## src/prpe_defines.vh

```
`ifndef PRPE_DEFINES_VH
`define PRPE_DEFINES_VH
// Register byte offsets on the APB bus.
`define PRPE_OFF_CTRL 12'h000
`define PRPE_OFF_MODE 12'h004
`define PRPE_OFF_TIMING 12'h008
`define PRPE_OFF_RXADDR_LO 12'h00C
`define PRPE_OFF_RXADDR_HI 12'h010
`define PRPE_OFF_TXADDR_LO 12'h014
`define PRPE_OFF_TXADDR_HI 12'h018
`define PRPE_OFF_RAM 12'h01C
`define PRPE_OFF_STATUS 12'h020
// Control register fields.
`define PRPE_CTRL_DIR 0
`define PRPE_CTRL_ACK_MODE 1
`define PRPE_CTRL_RATE 2
`define PRPE_CTRL_AW_LO 3
`define PRPE_CTRL_AW_HI 4
`define PRPE_CTRL_WHITEN 5
`define PRPE_CTRL_CRC_EN 6
`define PRPE_CTRL_VARIANT 7
`define PRPE_CTRL_CRC16 8
`define PRPE_CTRL_REPLY 9
`define PRPE_CTRL_DYNLEN 10
`define PRPE_CTRL_ACKPL 11
`define PRPE_CTRL_PROTO_LO 12
`define PRPE_CTRL_PROTO_HI 13
`define PRPE_CTRL_TXLEN_LO 16
`define PRPE_CTRL_TXLEN_HI 23
`define PRPE_CTRL_RXLEN_LO 24
`define PRPE_CTRL_RXLEN_HI 31
// Mode register fields.
`define PRPE_MODE_PLAIN_REPLY 0
`define PRPE_MODE_LOW_RATE 1
`define PRPE_MODE_PREAMBLE_EXT 2
// Timing register fields.
`define PRPE_TIM_WAIT_LO 0
`define PRPE_TIM_WAIT_HI 15
`define PRPE_TIM_TURN_LO 16
`define PRPE_TIM_TURN_HI 30
`define PRPE_TIM_TO_DIS 31
// RAM control register fields.
`define PRPE_RAM_TXRDY 0
`define PRPE_RAM_RXRDY 1
`define PRPE_RAM_TXSA_LO 2
`define PRPE_RAM_TXSA_HI 15
`define PRPE_RAM_RXSA_LO 16
`define PRPE_RAM_RXSA_HI 29
// Status bits, written one to clear.
`define PRPE_ST_TXDONE 0
`define PRPE_ST_RXDONE 1
`define PRPE_ST_ACKDONE 2
`define PRPE_ST_TIMEOUT 3
// Fixed values.
`define PRPE_SRAM_BASE 32'h50028000
`define PRPE_PROTO_FIRST 2'h2
`define PRPE_PROTO_SECOND 2'h3
`define PRPE_CLK_MHZ 40
`define PRPE_CTRL_RESET 32'h00000000
`endif

```

## src/prpe_ctr.v

```verilog
`timescale 1ns/10ps
// Microsecond-scaled down counter: loads a count, ticks at one microsecond, flags expiry.
module prpe_ctr #(
    parameter WIDTH = 16,
    parameter CLK_MHZ = 40
) (
    input wire pclk,
    input wire presetn,
    input wire load,
    input wire [WIDTH-1:0] load_val,
    input wire run,
    output reg expired
);
    localparam [7:0] PRE_MAX = CLK_MHZ - 1;
    reg [7:0] pre_reg;
    reg [WIDTH-1:0] cnt_reg;

    // Prescaler gives a microsecond tick; main count steps on each tick.
    always @(posedge pclk or negedge presetn) begin
        if (!presetn) begin
            pre_reg <= 8'h00;
            cnt_reg <= {WIDTH{1'b0}};
            expired <= 1'b0;
        end else if (load) begin
            pre_reg <= 8'h00;
            cnt_reg <= load_val;
            expired <= 1'b0;
        end else if (run && !expired) begin
            if (pre_reg == PRE_MAX) begin
                pre_reg <= 8'h00;
                if (cnt_reg == {WIDTH{1'b0}}) begin
                    expired <= 1'b1;
                end else begin
                    cnt_reg <= cnt_reg - 1'b1;
                end
            end else begin
                pre_reg <= pre_reg + 8'h01;
            end
        end
    end
endmodule // prpe_ctr

```

## src/prpe_engine.v

```verilog
`timescale 1ns/10ps
// Notes on behaviour
// (RQ1) Packet SRAM address is fixed base plus transmit or receive start offset.
// (RQ2) Framing selector: 2 is first compatible protocol, 3 the second.
// (RQ3) Enhanced control 0 gives normal operation, 1 gives acknowledged operation.
// (RQ4) Rate select 0 means 1 Mbps, 1 means 2 Mbps.
// (RQ5) Address width codes 0..3 give 2, 3, 4, 5 byte addresses.
// (RQ6) High address byte used only for the 5-byte width.
// (RQ7) Whitening 0 off, 1 on; receiver must match transmitter.
// (RQ8) With checksum enabled, size 0 is 8-bit, 1 is 16-bit.
// (RQ9) Direction 0 is transmitter role, 1 is receiver role.
// (RQ10) Transmit starts once transmit-ready is set after configuration.
// (RQ11) Reception starts once receive-ready is set after receiver role chosen.
// (RQ12) Timeout disable bit low enables microsecond receive timeout.
// (RQ13) Normal mode receiver length must equal transmitter length.
// (RQ14) Second protocol: leave whitening unprogrammed in receiver and enhanced set-up.
// (RQ15) Bit 7 selects enhanced variant under second protocol only.
// (RQ16) Enhanced transmitter waits for acknowledge only when reply enable is 1.
// (RQ17) Acknowledge wait needs dynamic length, receive-ready, address, turnaround, timeout set.
// (RQ18) Turnaround equals programmed wait plus phy start-up and shut-down time.
// (RQ19) Enhanced receiver with acknowledge payload sends the transmit-area packet.
// (RQ20) Transmitter uses receive address as peer; receiver uses target address.
// (RQ21) Plain reply bit makes transmitter also receive a reply packet.
// (RQ22) Low-rate bit selects 250k with second protocol, normal mode, 1 Mbps.
// (RQ23) Low-rate use requires preamble extension set by software.
// (RQ24) Software drops ready bits after clearing completion status.
// (RQ25) Completion of transmit, receive, acknowledge or timeout raises a status event.
`include "prpe_defines.vh"
module prpe_engine #(
    parameter [14:0] PHY_SWITCH_US = 15'h0028,
    parameter LEN_W = 8
) (
    input wire pclk,
    input wire presetn,
    input wire psel,
    input wire penable,
    input wire pwrite,
    input wire [11:0] paddr,
    input wire [31:0] pwdata,
    output reg [31:0] prdata,
    output wire pready,
    output wire pslverr,
    output reg [31:0] sram_addr,
    output reg sram_req,
    output reg sram_write,
    input wire sram_ack,
    output reg radio_tx_on,
    output reg radio_rx_on,
    output reg [39:0] radio_peer_addr,
    output reg [2:0] radio_addr_bytes,
    output reg [1:0] radio_rate,
    output reg radio_whiten,
    output reg [1:0] radio_crc_bytes,
    output reg [1:0] radio_variant,
    output reg radio_preamble_ext,
    output reg [LEN_W-1:0] radio_len,
    input wire radio_pkt_done,
    input wire radio_sync
);
    localparam [6:0] S_IDLE = 7'h01;
    localparam [6:0] S_TX = 7'h02;
    localparam [6:0] S_TURN = 7'h04;
    localparam [6:0] S_RX = 7'h08;
    localparam [6:0] S_TXREPLY = 7'h10;
    localparam [6:0] S_DONE = 7'h20;
    localparam [6:0] S_HOLD = 7'h40;

    reg [31:0] ctrl_reg;
    reg [31:0] mode_reg;
    reg [31:0] timing_reg;
    reg [31:0] rxa_lo_reg;
    reg [31:0] rxa_hi_reg;
    reg [31:0] txa_lo_reg;
    reg [31:0] txa_hi_reg;
    reg [31:0] ram_reg;
    reg [3:0] status_reg;
    reg [3:0] status_next;
    reg [6:0] state_reg;
    reg [6:0] state_next;
    reg [3:0] evt;
    reg sync1_reg, sync2_reg, done1_reg, done2_reg, done3_reg;
    reg ctr_load;
    reg [15:0] ctr_val;
    reg ctr_run;
    wire ctr_exp;
    wire wr_en = psel && penable && pwrite;
    wire rd_en = psel && !penable && !pwrite;
    wire pkt_done = done2_reg && !done3_reg;
    wire is_rx_role = ctrl_reg[`PRPE_CTRL_DIR]; // see RQ9
    wire enhanced = ctrl_reg[`PRPE_CTRL_ACK_MODE]; // see RQ3
    wire second_proto = ctrl_reg[`PRPE_CTRL_PROTO_HI:`PRPE_CTRL_PROTO_LO] == `PRPE_PROTO_SECOND; // see RQ2
    wire first_proto = ctrl_reg[`PRPE_CTRL_PROTO_HI:`PRPE_CTRL_PROTO_LO] == `PRPE_PROTO_FIRST; // see RQ2
    wire plain_reply_mode = mode_reg[`PRPE_MODE_PLAIN_REPLY];
    wire low_rate_enable = mode_reg[`PRPE_MODE_LOW_RATE];
    wire tx_ready = ram_reg[`PRPE_RAM_TXRDY];
    wire rx_ready = ram_reg[`PRPE_RAM_RXRDY];
    // Transmitter expects an answer in enhanced mode with reply enable, or in normal mode with the plain reply bit set.
    wire want_reply = (enhanced && ctrl_reg[`PRPE_CTRL_REPLY]) || (!enhanced && plain_reply_mode); // see RQ16 RQ21
    // Receiver answers in enhanced or plain reply mode.
    wire send_answer = enhanced || plain_reply_mode; // see RQ19 RQ21
    wire [15:0] turn_us = {1'b0, timing_reg[`PRPE_TIM_TURN_HI:`PRPE_TIM_TURN_LO]} + {1'b0, PHY_SWITCH_US}; // see RQ18

    assign pready = 1'b1;
    assign pslverr = 1'b0;

    // Radio synchronisers and edge detection of packet completion.
    always @(posedge pclk or negedge presetn) begin
        if (!presetn) begin
            sync1_reg <= 1'b0;
            sync2_reg <= 1'b0;
            done1_reg <= 1'b0;
            done2_reg <= 1'b0;
            done3_reg <= 1'b0;
        end else begin
            sync1_reg <= radio_sync;
            sync2_reg <= sync1_reg;
            done1_reg <= radio_pkt_done;
            done2_reg <= done1_reg;
            done3_reg <= done2_reg;
        end
    end

    // Register writes from APB; data takes effect at the access edge.
    always @(posedge pclk or negedge presetn) begin
        if (!presetn) begin
            ctrl_reg <= `PRPE_CTRL_RESET;
            mode_reg <= 32'h00000000;
            timing_reg <= 32'h00000000;
            rxa_lo_reg <= 32'h00000000;
            rxa_hi_reg <= 32'h00000000;
            txa_lo_reg <= 32'h00000000;
            txa_hi_reg <= 32'h00000000;
            ram_reg <= 32'h00000000;
        end else if (wr_en) begin
            case (paddr)
                `PRPE_OFF_CTRL: ctrl_reg <= pwdata;
                `PRPE_OFF_MODE: mode_reg <= {29'h00000000, pwdata[2:0]};
                `PRPE_OFF_TIMING: timing_reg <= pwdata;
                `PRPE_OFF_RXADDR_LO: rxa_lo_reg <= pwdata;
                `PRPE_OFF_RXADDR_HI: rxa_hi_reg <= {24'h000000, pwdata[7:0]};
                `PRPE_OFF_TXADDR_LO: txa_lo_reg <= pwdata;
                `PRPE_OFF_TXADDR_HI: txa_hi_reg <= {24'h000000, pwdata[7:0]};
                `PRPE_OFF_RAM: ram_reg <= {2'h0, pwdata[29:0]};
                default: ;
            endcase
        end
    end

    // Status bits: hardware set beats a same-cycle write-one clear.
    always @* begin
        status_next = status_reg;
        if (wr_en && paddr == `PRPE_OFF_STATUS) begin
            status_next = status_reg & ~pwdata[3:0]; // see RQ24
        end
        status_next = status_next | evt; // see RQ25
    end

    always @(posedge pclk or negedge presetn) begin
        if (!presetn) begin
            status_reg <= 4'h0;
        end else begin
            status_reg <= status_next;
        end
    end

    // Read data is registered during the setup phase.
    always @(posedge pclk or negedge presetn) begin
        if (!presetn) begin
            prdata <= 32'h00000000;
        end else if (rd_en) begin
            case (paddr)
                `PRPE_OFF_CTRL: prdata <= ctrl_reg;
                `PRPE_OFF_MODE: prdata <= mode_reg;
                `PRPE_OFF_TIMING: prdata <= timing_reg;
                `PRPE_OFF_RXADDR_LO: prdata <= rxa_lo_reg;
                `PRPE_OFF_RXADDR_HI: prdata <= rxa_hi_reg;
                `PRPE_OFF_TXADDR_LO: prdata <= txa_lo_reg;
                `PRPE_OFF_TXADDR_HI: prdata <= txa_hi_reg;
                `PRPE_OFF_RAM: prdata <= ram_reg;
                `PRPE_OFF_STATUS: prdata <= {21'h000000, state_reg, status_reg};
                default: prdata <= 32'h00000000;
            endcase
        end
    end

    // Packet sequencer: transmit, turnaround, listen, answer.
    always @* begin
        state_next = state_reg;
        evt = 4'h0;
        ctr_load = 1'b0;
        ctr_val = 16'h0000;
        ctr_run = 1'b0;
        case (state_reg)
            S_IDLE: begin
                if (!is_rx_role && tx_ready) begin
                    state_next = S_TX; // see RQ10
                end else if (is_rx_role && rx_ready) begin
                    state_next = S_RX; // see RQ11
                    ctr_load = 1'b1;
                    ctr_val = timing_reg[`PRPE_TIM_WAIT_HI:`PRPE_TIM_WAIT_LO]; // see RQ12
                end
            end
            S_TX: begin
                if (pkt_done) begin
                    evt[`PRPE_ST_TXDONE] = 1'b1;
                    if (want_reply && rx_ready) begin
                        state_next = S_TURN;
                        ctr_load = 1'b1;
                        ctr_val = turn_us - 16'h0001; // Counter expires one tick after zero; see RQ18
                    end else begin
                        state_next = S_DONE; // see RQ16
                    end
                end
            end
            S_TURN: begin
                ctr_run = 1'b1;
                if (ctr_exp) begin
                    state_next = S_RX;
                    ctr_load = 1'b1;
                    ctr_val = timing_reg[`PRPE_TIM_WAIT_HI:`PRPE_TIM_WAIT_LO];
                end
            end
            S_RX: begin
                ctr_run = !timing_reg[`PRPE_TIM_TO_DIS]; // see RQ12
                if (pkt_done) begin
                    if (!is_rx_role) begin
                        evt[`PRPE_ST_ACKDONE] = 1'b1;
                        state_next = S_DONE;
                    end else begin
                        evt[`PRPE_ST_RXDONE] = 1'b1;
                        if (send_answer) begin
                            state_next = S_TXREPLY; // see RQ19
                        end else begin
                            state_next = S_DONE;
                        end
                    end
                end else if (ctr_exp && !timing_reg[`PRPE_TIM_TO_DIS]) begin
                    evt[`PRPE_ST_TIMEOUT] = 1'b1; // see RQ12
                    state_next = S_DONE;
                end
            end
            S_TXREPLY: begin
                if (pkt_done) begin
                    evt[`PRPE_ST_ACKDONE] = 1'b1;
                    state_next = S_DONE;
                end
            end
            S_DONE: state_next = S_HOLD;
            S_HOLD: begin
                // Wait for software to drop ready bits before rearming.
                if (!tx_ready && !rx_ready) begin
                    state_next = S_IDLE; // see RQ24
                end
            end
            default: state_next = S_IDLE;
        endcase
    end

    always @(posedge pclk or negedge presetn) begin
        if (!presetn) begin
            state_reg <= S_IDLE;
        end else begin
            state_reg <= state_next;
        end
    end

    // Radio control outputs derived from state and configuration.
    always @(posedge pclk or negedge presetn) begin
        if (!presetn) begin
            radio_tx_on <= 1'b0;
            radio_rx_on <= 1'b0;
            radio_peer_addr <= 40'h0000000000;
            radio_addr_bytes <= 3'h2;
            radio_rate <= 2'h0;
            radio_whiten <= 1'b0;
            radio_crc_bytes <= 2'h0;
            radio_variant <= 2'h0;
            radio_preamble_ext <= 1'b0;
            radio_len <= {LEN_W{1'b0}};
            sram_addr <= 32'h00000000;
            sram_req <= 1'b0;
            sram_write <= 1'b0;
        end else begin
            radio_tx_on <= state_next == S_TX || state_next == S_TXREPLY;
            radio_rx_on <= state_next == S_RX && sync2_reg;
            radio_addr_bytes <= {1'b0, ctrl_reg[`PRPE_CTRL_AW_HI:`PRPE_CTRL_AW_LO]} + 3'h2; // see RQ5
            // Peer address from receive regs in transmitter role, target regs in receiver role.
            if (!is_rx_role) begin
                radio_peer_addr <= {(ctrl_reg[`PRPE_CTRL_AW_HI:`PRPE_CTRL_AW_LO] == 2'h3) ? rxa_hi_reg[7:0] : 8'h00,
                                    rxa_lo_reg}; // see RQ6 RQ20
            end else begin
                radio_peer_addr <= {(ctrl_reg[`PRPE_CTRL_AW_HI:`PRPE_CTRL_AW_LO] == 2'h3) ? txa_hi_reg[7:0] : 8'h00,
                                    txa_lo_reg}; // see RQ6 RQ20
            end
            // Low rate forces the 250k code; otherwise 1 or 2 Mbps.
            radio_rate <= low_rate_enable ? 2'h2 : {1'b0, ctrl_reg[`PRPE_CTRL_RATE]}; // see RQ4 RQ22
            radio_preamble_ext <= mode_reg[`PRPE_MODE_PREAMBLE_EXT]; // see RQ23
            radio_whiten <= ctrl_reg[`PRPE_CTRL_WHITEN]; // see RQ7
            radio_crc_bytes <= !ctrl_reg[`PRPE_CTRL_CRC_EN] ? 2'h0 :
                               (ctrl_reg[`PRPE_CTRL_CRC16] ? 2'h2 : 2'h1); // see RQ8
            // Variant code: 0 none, 1 variant zero, 2 variant one; first protocol ignores bit 7.
            radio_variant <= (enhanced && second_proto) ? (ctrl_reg[`PRPE_CTRL_VARIANT] ? 2'h2 : 2'h1) :
                             2'h0; // see RQ15
            radio_len <= (state_next == S_RX) ? ctrl_reg[`PRPE_CTRL_RXLEN_HI:`PRPE_CTRL_RXLEN_LO] :
                         ctrl_reg[`PRPE_CTRL_TXLEN_HI:`PRPE_CTRL_TXLEN_LO];
            sram_req <= (state_next == S_TX || state_next == S_TXREPLY || state_next == S_RX) && !sram_ack;
            sram_write <= state_next == S_RX;
            if (state_next == S_RX) begin
                sram_addr <= `PRPE_SRAM_BASE + {18'h00000, ram_reg[`PRPE_RAM_RXSA_HI:`PRPE_RAM_RXSA_LO]}; // see RQ1
            end else begin
                sram_addr <= `PRPE_SRAM_BASE + {18'h00000, ram_reg[`PRPE_RAM_TXSA_HI:`PRPE_RAM_TXSA_LO]}; // see RQ1
            end
        end
    end

    // Microsecond counter shared by turnaround and receive timeout.
    prpe_ctr #(
        .WIDTH(16),
        .CLK_MHZ(`PRPE_CLK_MHZ)
    ) u_ctr (
        .pclk(pclk),
        .presetn(presetn),
        .load(ctr_load),
        .load_val(ctr_val),
        .run(ctr_run),
        .expired(ctr_exp)
    );
endmodule // prpe_engine

```

## config.mk

```make
export PLATFORM = sky130hd
export DESIGN_NAME = prpe_engine
export DESIGN_NICKNAME = d
export VERILOG_FILES = /design/src/prpe_ctr.v /design/src/prpe_engine.v
export VERILOG_INCLUDE_DIRS = /design/src
export SDC_FILE = /design/constraint.sdc
export NUM_CORES = 1
export LEC_CHECK = 0
export BUFFER_PORTS_ARGS = -buffer_cell sky130_fd_sc_hd__buf_2
export CORE_UTILIZATION = 33
export DETAILED_ROUTE_END_ITERATION = 16
export PLACE_DENSITY_LB_ADDON = 0.08
export REMOVE_ABC_BUFFERS = 1
export SKIP_CTS_REPAIR_TIMING = 1
export SYNTH_ARGS = -nofsm -noshare
export SYNTH_HDL_FRONTEND = slang
export SYNTH_SLANG_ARGS = --single-unit
```

## constraint.sdc

```tcl
create_clock -name pclk -period 4.75 [get_ports pclk]
set_clock_uncertainty 0.05 [all_clocks]
set_input_delay 0.7125 -clock pclk [delete_from_list [all_inputs] [get_ports pclk]]
set_output_delay 0.7125 -clock pclk [all_outputs]
set_load 0.01 [all_outputs]
```

==> out/metrics.cfg <==
[power]
ir_drop_mv=0.2021
internal-power_w=0.004803
netSwitchingPower_w=0.001422
total_power_w=0.006224
power_density_nw_per_um2=346.9
pwr-share-clk=0.507
combPwrFrac=0.039
seqPwrFrac=0.454
netSwitchingFraction=0.2284
p_leak_nw=8.688

[worst_setup_path]
cp_max_fo=12
path_class=flip-flop to flip-flop
cp_slowest_cell=dfstp_2
reg2reg_depth=6
crit_path_end_kind=flip-flop
worstPathRequired_ns=5.12
crit_buf_inv=1
cpLargestDelayFamily=simple AND/OR/NAND/NOR gates
startpoint_type=flip-flop
r2r_setup_slack_ns=1.36
r2r_start=state_reg[0]
cp_data_arrival_time_ns=3.76
crit_chain=nor3b_1 > a32o_1 > and2_1 > a31oi_4 > inv_1 > mux2_2
r2r-end=radio_len[7]
crit_path_max_incr_delay_ns=0.66

[finish]
top_register=radio_peer_addr
largest_reg_flops=40
final_core_util=0.3962
fill_cells=4460
multi_input_area_um2=6471
register_area_um2=8212
nets=1428
final_area_um2=17940
area_growth_pct=18.85
drive_gt1_frac=0.3846

[detailed_routing]
drtPass1Iterations=11
drc=2
finalWirelength_um=47200
antenna_left=0
routedWlPerCell_um=23.54
drtIter0Drc=625
vias=10520
viasPerCell=5.245

[synth]
synth_edf_count=0
synth_common_cells=dfrtp_1, mux2_2, nand2_1
yosysMostFrequentCell=dfrtp_1
synth-main-ff-cell=dfrtp_1
ys_ff_latch=328
yosys.area.top_type=dfrtp_1
synth_cells=1214
avgSynthCellArea_um2=12.44
ys_types=75
ys_seq_area_frac=0.5438
synth_warnings=0
postSynth.asyncResetShare=1.000
synth.area.top_cells=dfrtp_1, mux2_2, nand2_1
synth_top_cell_area_share=0.5404
synthesis.area_um2=15100

[placed_design]
io_buffers=164
hpwlAfterDp_um=31580
gp_congestion=0.8430
postPlaceCellArea_um2=16580

[timing]
post-route-period-util=0.7137
fmax_mhz=295.0
tns_ns=0
slew_headroom=0.3694
min_period_ns=3.390
finalHoldViolCount=0
hold_slack_ns=0.1045
rsz0062_at_grt=false
worst_pin_slew_ns=0.9417
slew_viol_final=0
finalSetupViolCount=0

[clock_network]
clock_sink_count=328
tritoncts.num_buffers=40
clk_path_buf_depth=3
clk_pin_slew_ns=0.06
root_buffer=clkbuf_16
clock_latency_ns=0.56
tritoncts=built
htree_levels=2

[floorplan]
die_x_um=215.9
core_area_um2=45280
start_util=0.3334
dieArea_um2=46610
io_pins=181
row_count=78
fp.dieH_um=215.9

[run_status]
failed_checks=design-rule violations
status=finished with violations

[global_routing]
antenna_found_initial=4
overflow=0
grt_max_degree=102
track_usage=0.2053
grt_pass1_wl_um=72070
grt_pass1_vias=10990

[run]
cap_violations=0

[min_path]
hold_class=primary input to async pin

[worst max-delay path by stage]
stage | start | depth (start not counted) | to | slack [ns]
floorplan | paddr[1] | 4 | txa_lo_reg[0] | 0.54
global placement | paddr[1] | 6 | timing_reg[13] | 1.20
detailed placement | paddr[1] | 6 | timing_reg[11] | 1.14
CTS | state_reg[0] | 6 | radio_len[7] | 1.33
global route | state_reg[5] | 6 | u_ctr.cnt_reg[1] | 1.21
finish | state_reg[0] | 6 | radio_len[7] | 1.36
[power by group through the flow]
stage | logic [W] | clock network [W] | registers (W)
after CTS | 0.000247 | 0.00325 | 0.00283
after floorplan | 0.0000793 | 0 | 0.00287
after global placement | 0.000248 | 0 | 0.00288
after detailed placement | 0.000247 | 0 | 0.00288
after global routing | 0.000269 | 0.00337 | 0.00283
final | 0.000242 | 0.00316 | 0.00283
[logic make-up after synthesis]
group           after synthesis  share of synthesized area
compound gates              212                     0.1014
xor+xnor                     15                   0.008702
fa+ha+maj                     3                   0.002487
buf+inv                     109                    0.03580
flops                       328                     0.5438
mux                         286                     0.2154
other cells                   2                  0.0004975
simple gates                259                    0.09183
[cells in the final DEF (no fill, tap or decap), types with 7 or more instances in the layout]
cell | Yosys | layout
nor2b_1 | 11 | 11
dfrtp_1 | 326 | 325
inv_1 | 16 | 16
and3_1 | 9 | 9
o21ai_1 | 11 | 11
nor4_1 | 13 | 12
nand3b_1 | 8 | 8
or3_1 | 8 | 8
nand2b_1 | 8 | 8
mux2i_1 | 20 | 20
clkbuf_8 | 0 | 9
a31oi_1 | 8 | 7
a21oi_1 | 16 | 15
a222oi_1 | 20 | 20
nor3_1 | 18 | 16
o21ai_0 | 46 | 46
nand2_1 | 73 | 73
nor2_1 | 37 | 37
a22oi_1 | 15 | 15
buf_2 | 14 | 163
a32o_1 | 7 | 7
buf_4 | 22 | 29
nand3_1 | 33 | 33
xnor2_1 | 11 | 11
nor3b_1 | 7 | 7
clkbuf_16 | 0 | 42
a21boi_0 | 17 | 17
mux2_2 | 250 | 250
clkbuf_1 | 47 | 13
conb_1 | 2 | 17
a211oi_1 | 7 | 7
mux2_1 | 11 | 11
[layer usage]
metal / share of wire / GRT usage / wire (um)
met1: 0.46 / 0.2883 / 21760
met2: 0.47 / 0.3240 / 22030
met3: 0.052 / 0.03580 / 2464
met4: 0.020 / 0.05892 / 946
met5: 0 / 0 / 0
[layout make-up]
| cell class | count | share of cell area |
|---|---|---|
| flip-flops and latches | 328 | 0.4576 |
| diodes | 1 | 0.0001395 |
| multi-input cells | 792 | 0.3606 |
| well taps | 600 | 0.04184 |
| clock inverters | 9 | 0.007531 |
| repair buffers | 195 | 0.06066 |
| clock buffers | 64 | 0.06820 |
| inverters | 16 | 0.003347 |
[stage by stage]
step,instances,worst slack [ns]
finish,2005,1.360
global route,2004,1.214
CTS,2004,1.333
detailed placement,1931,1.141
global placement,1931,1.196
floorplan,1136,0.5432
No activity file was read; power rests on OpenSTA's default activity.
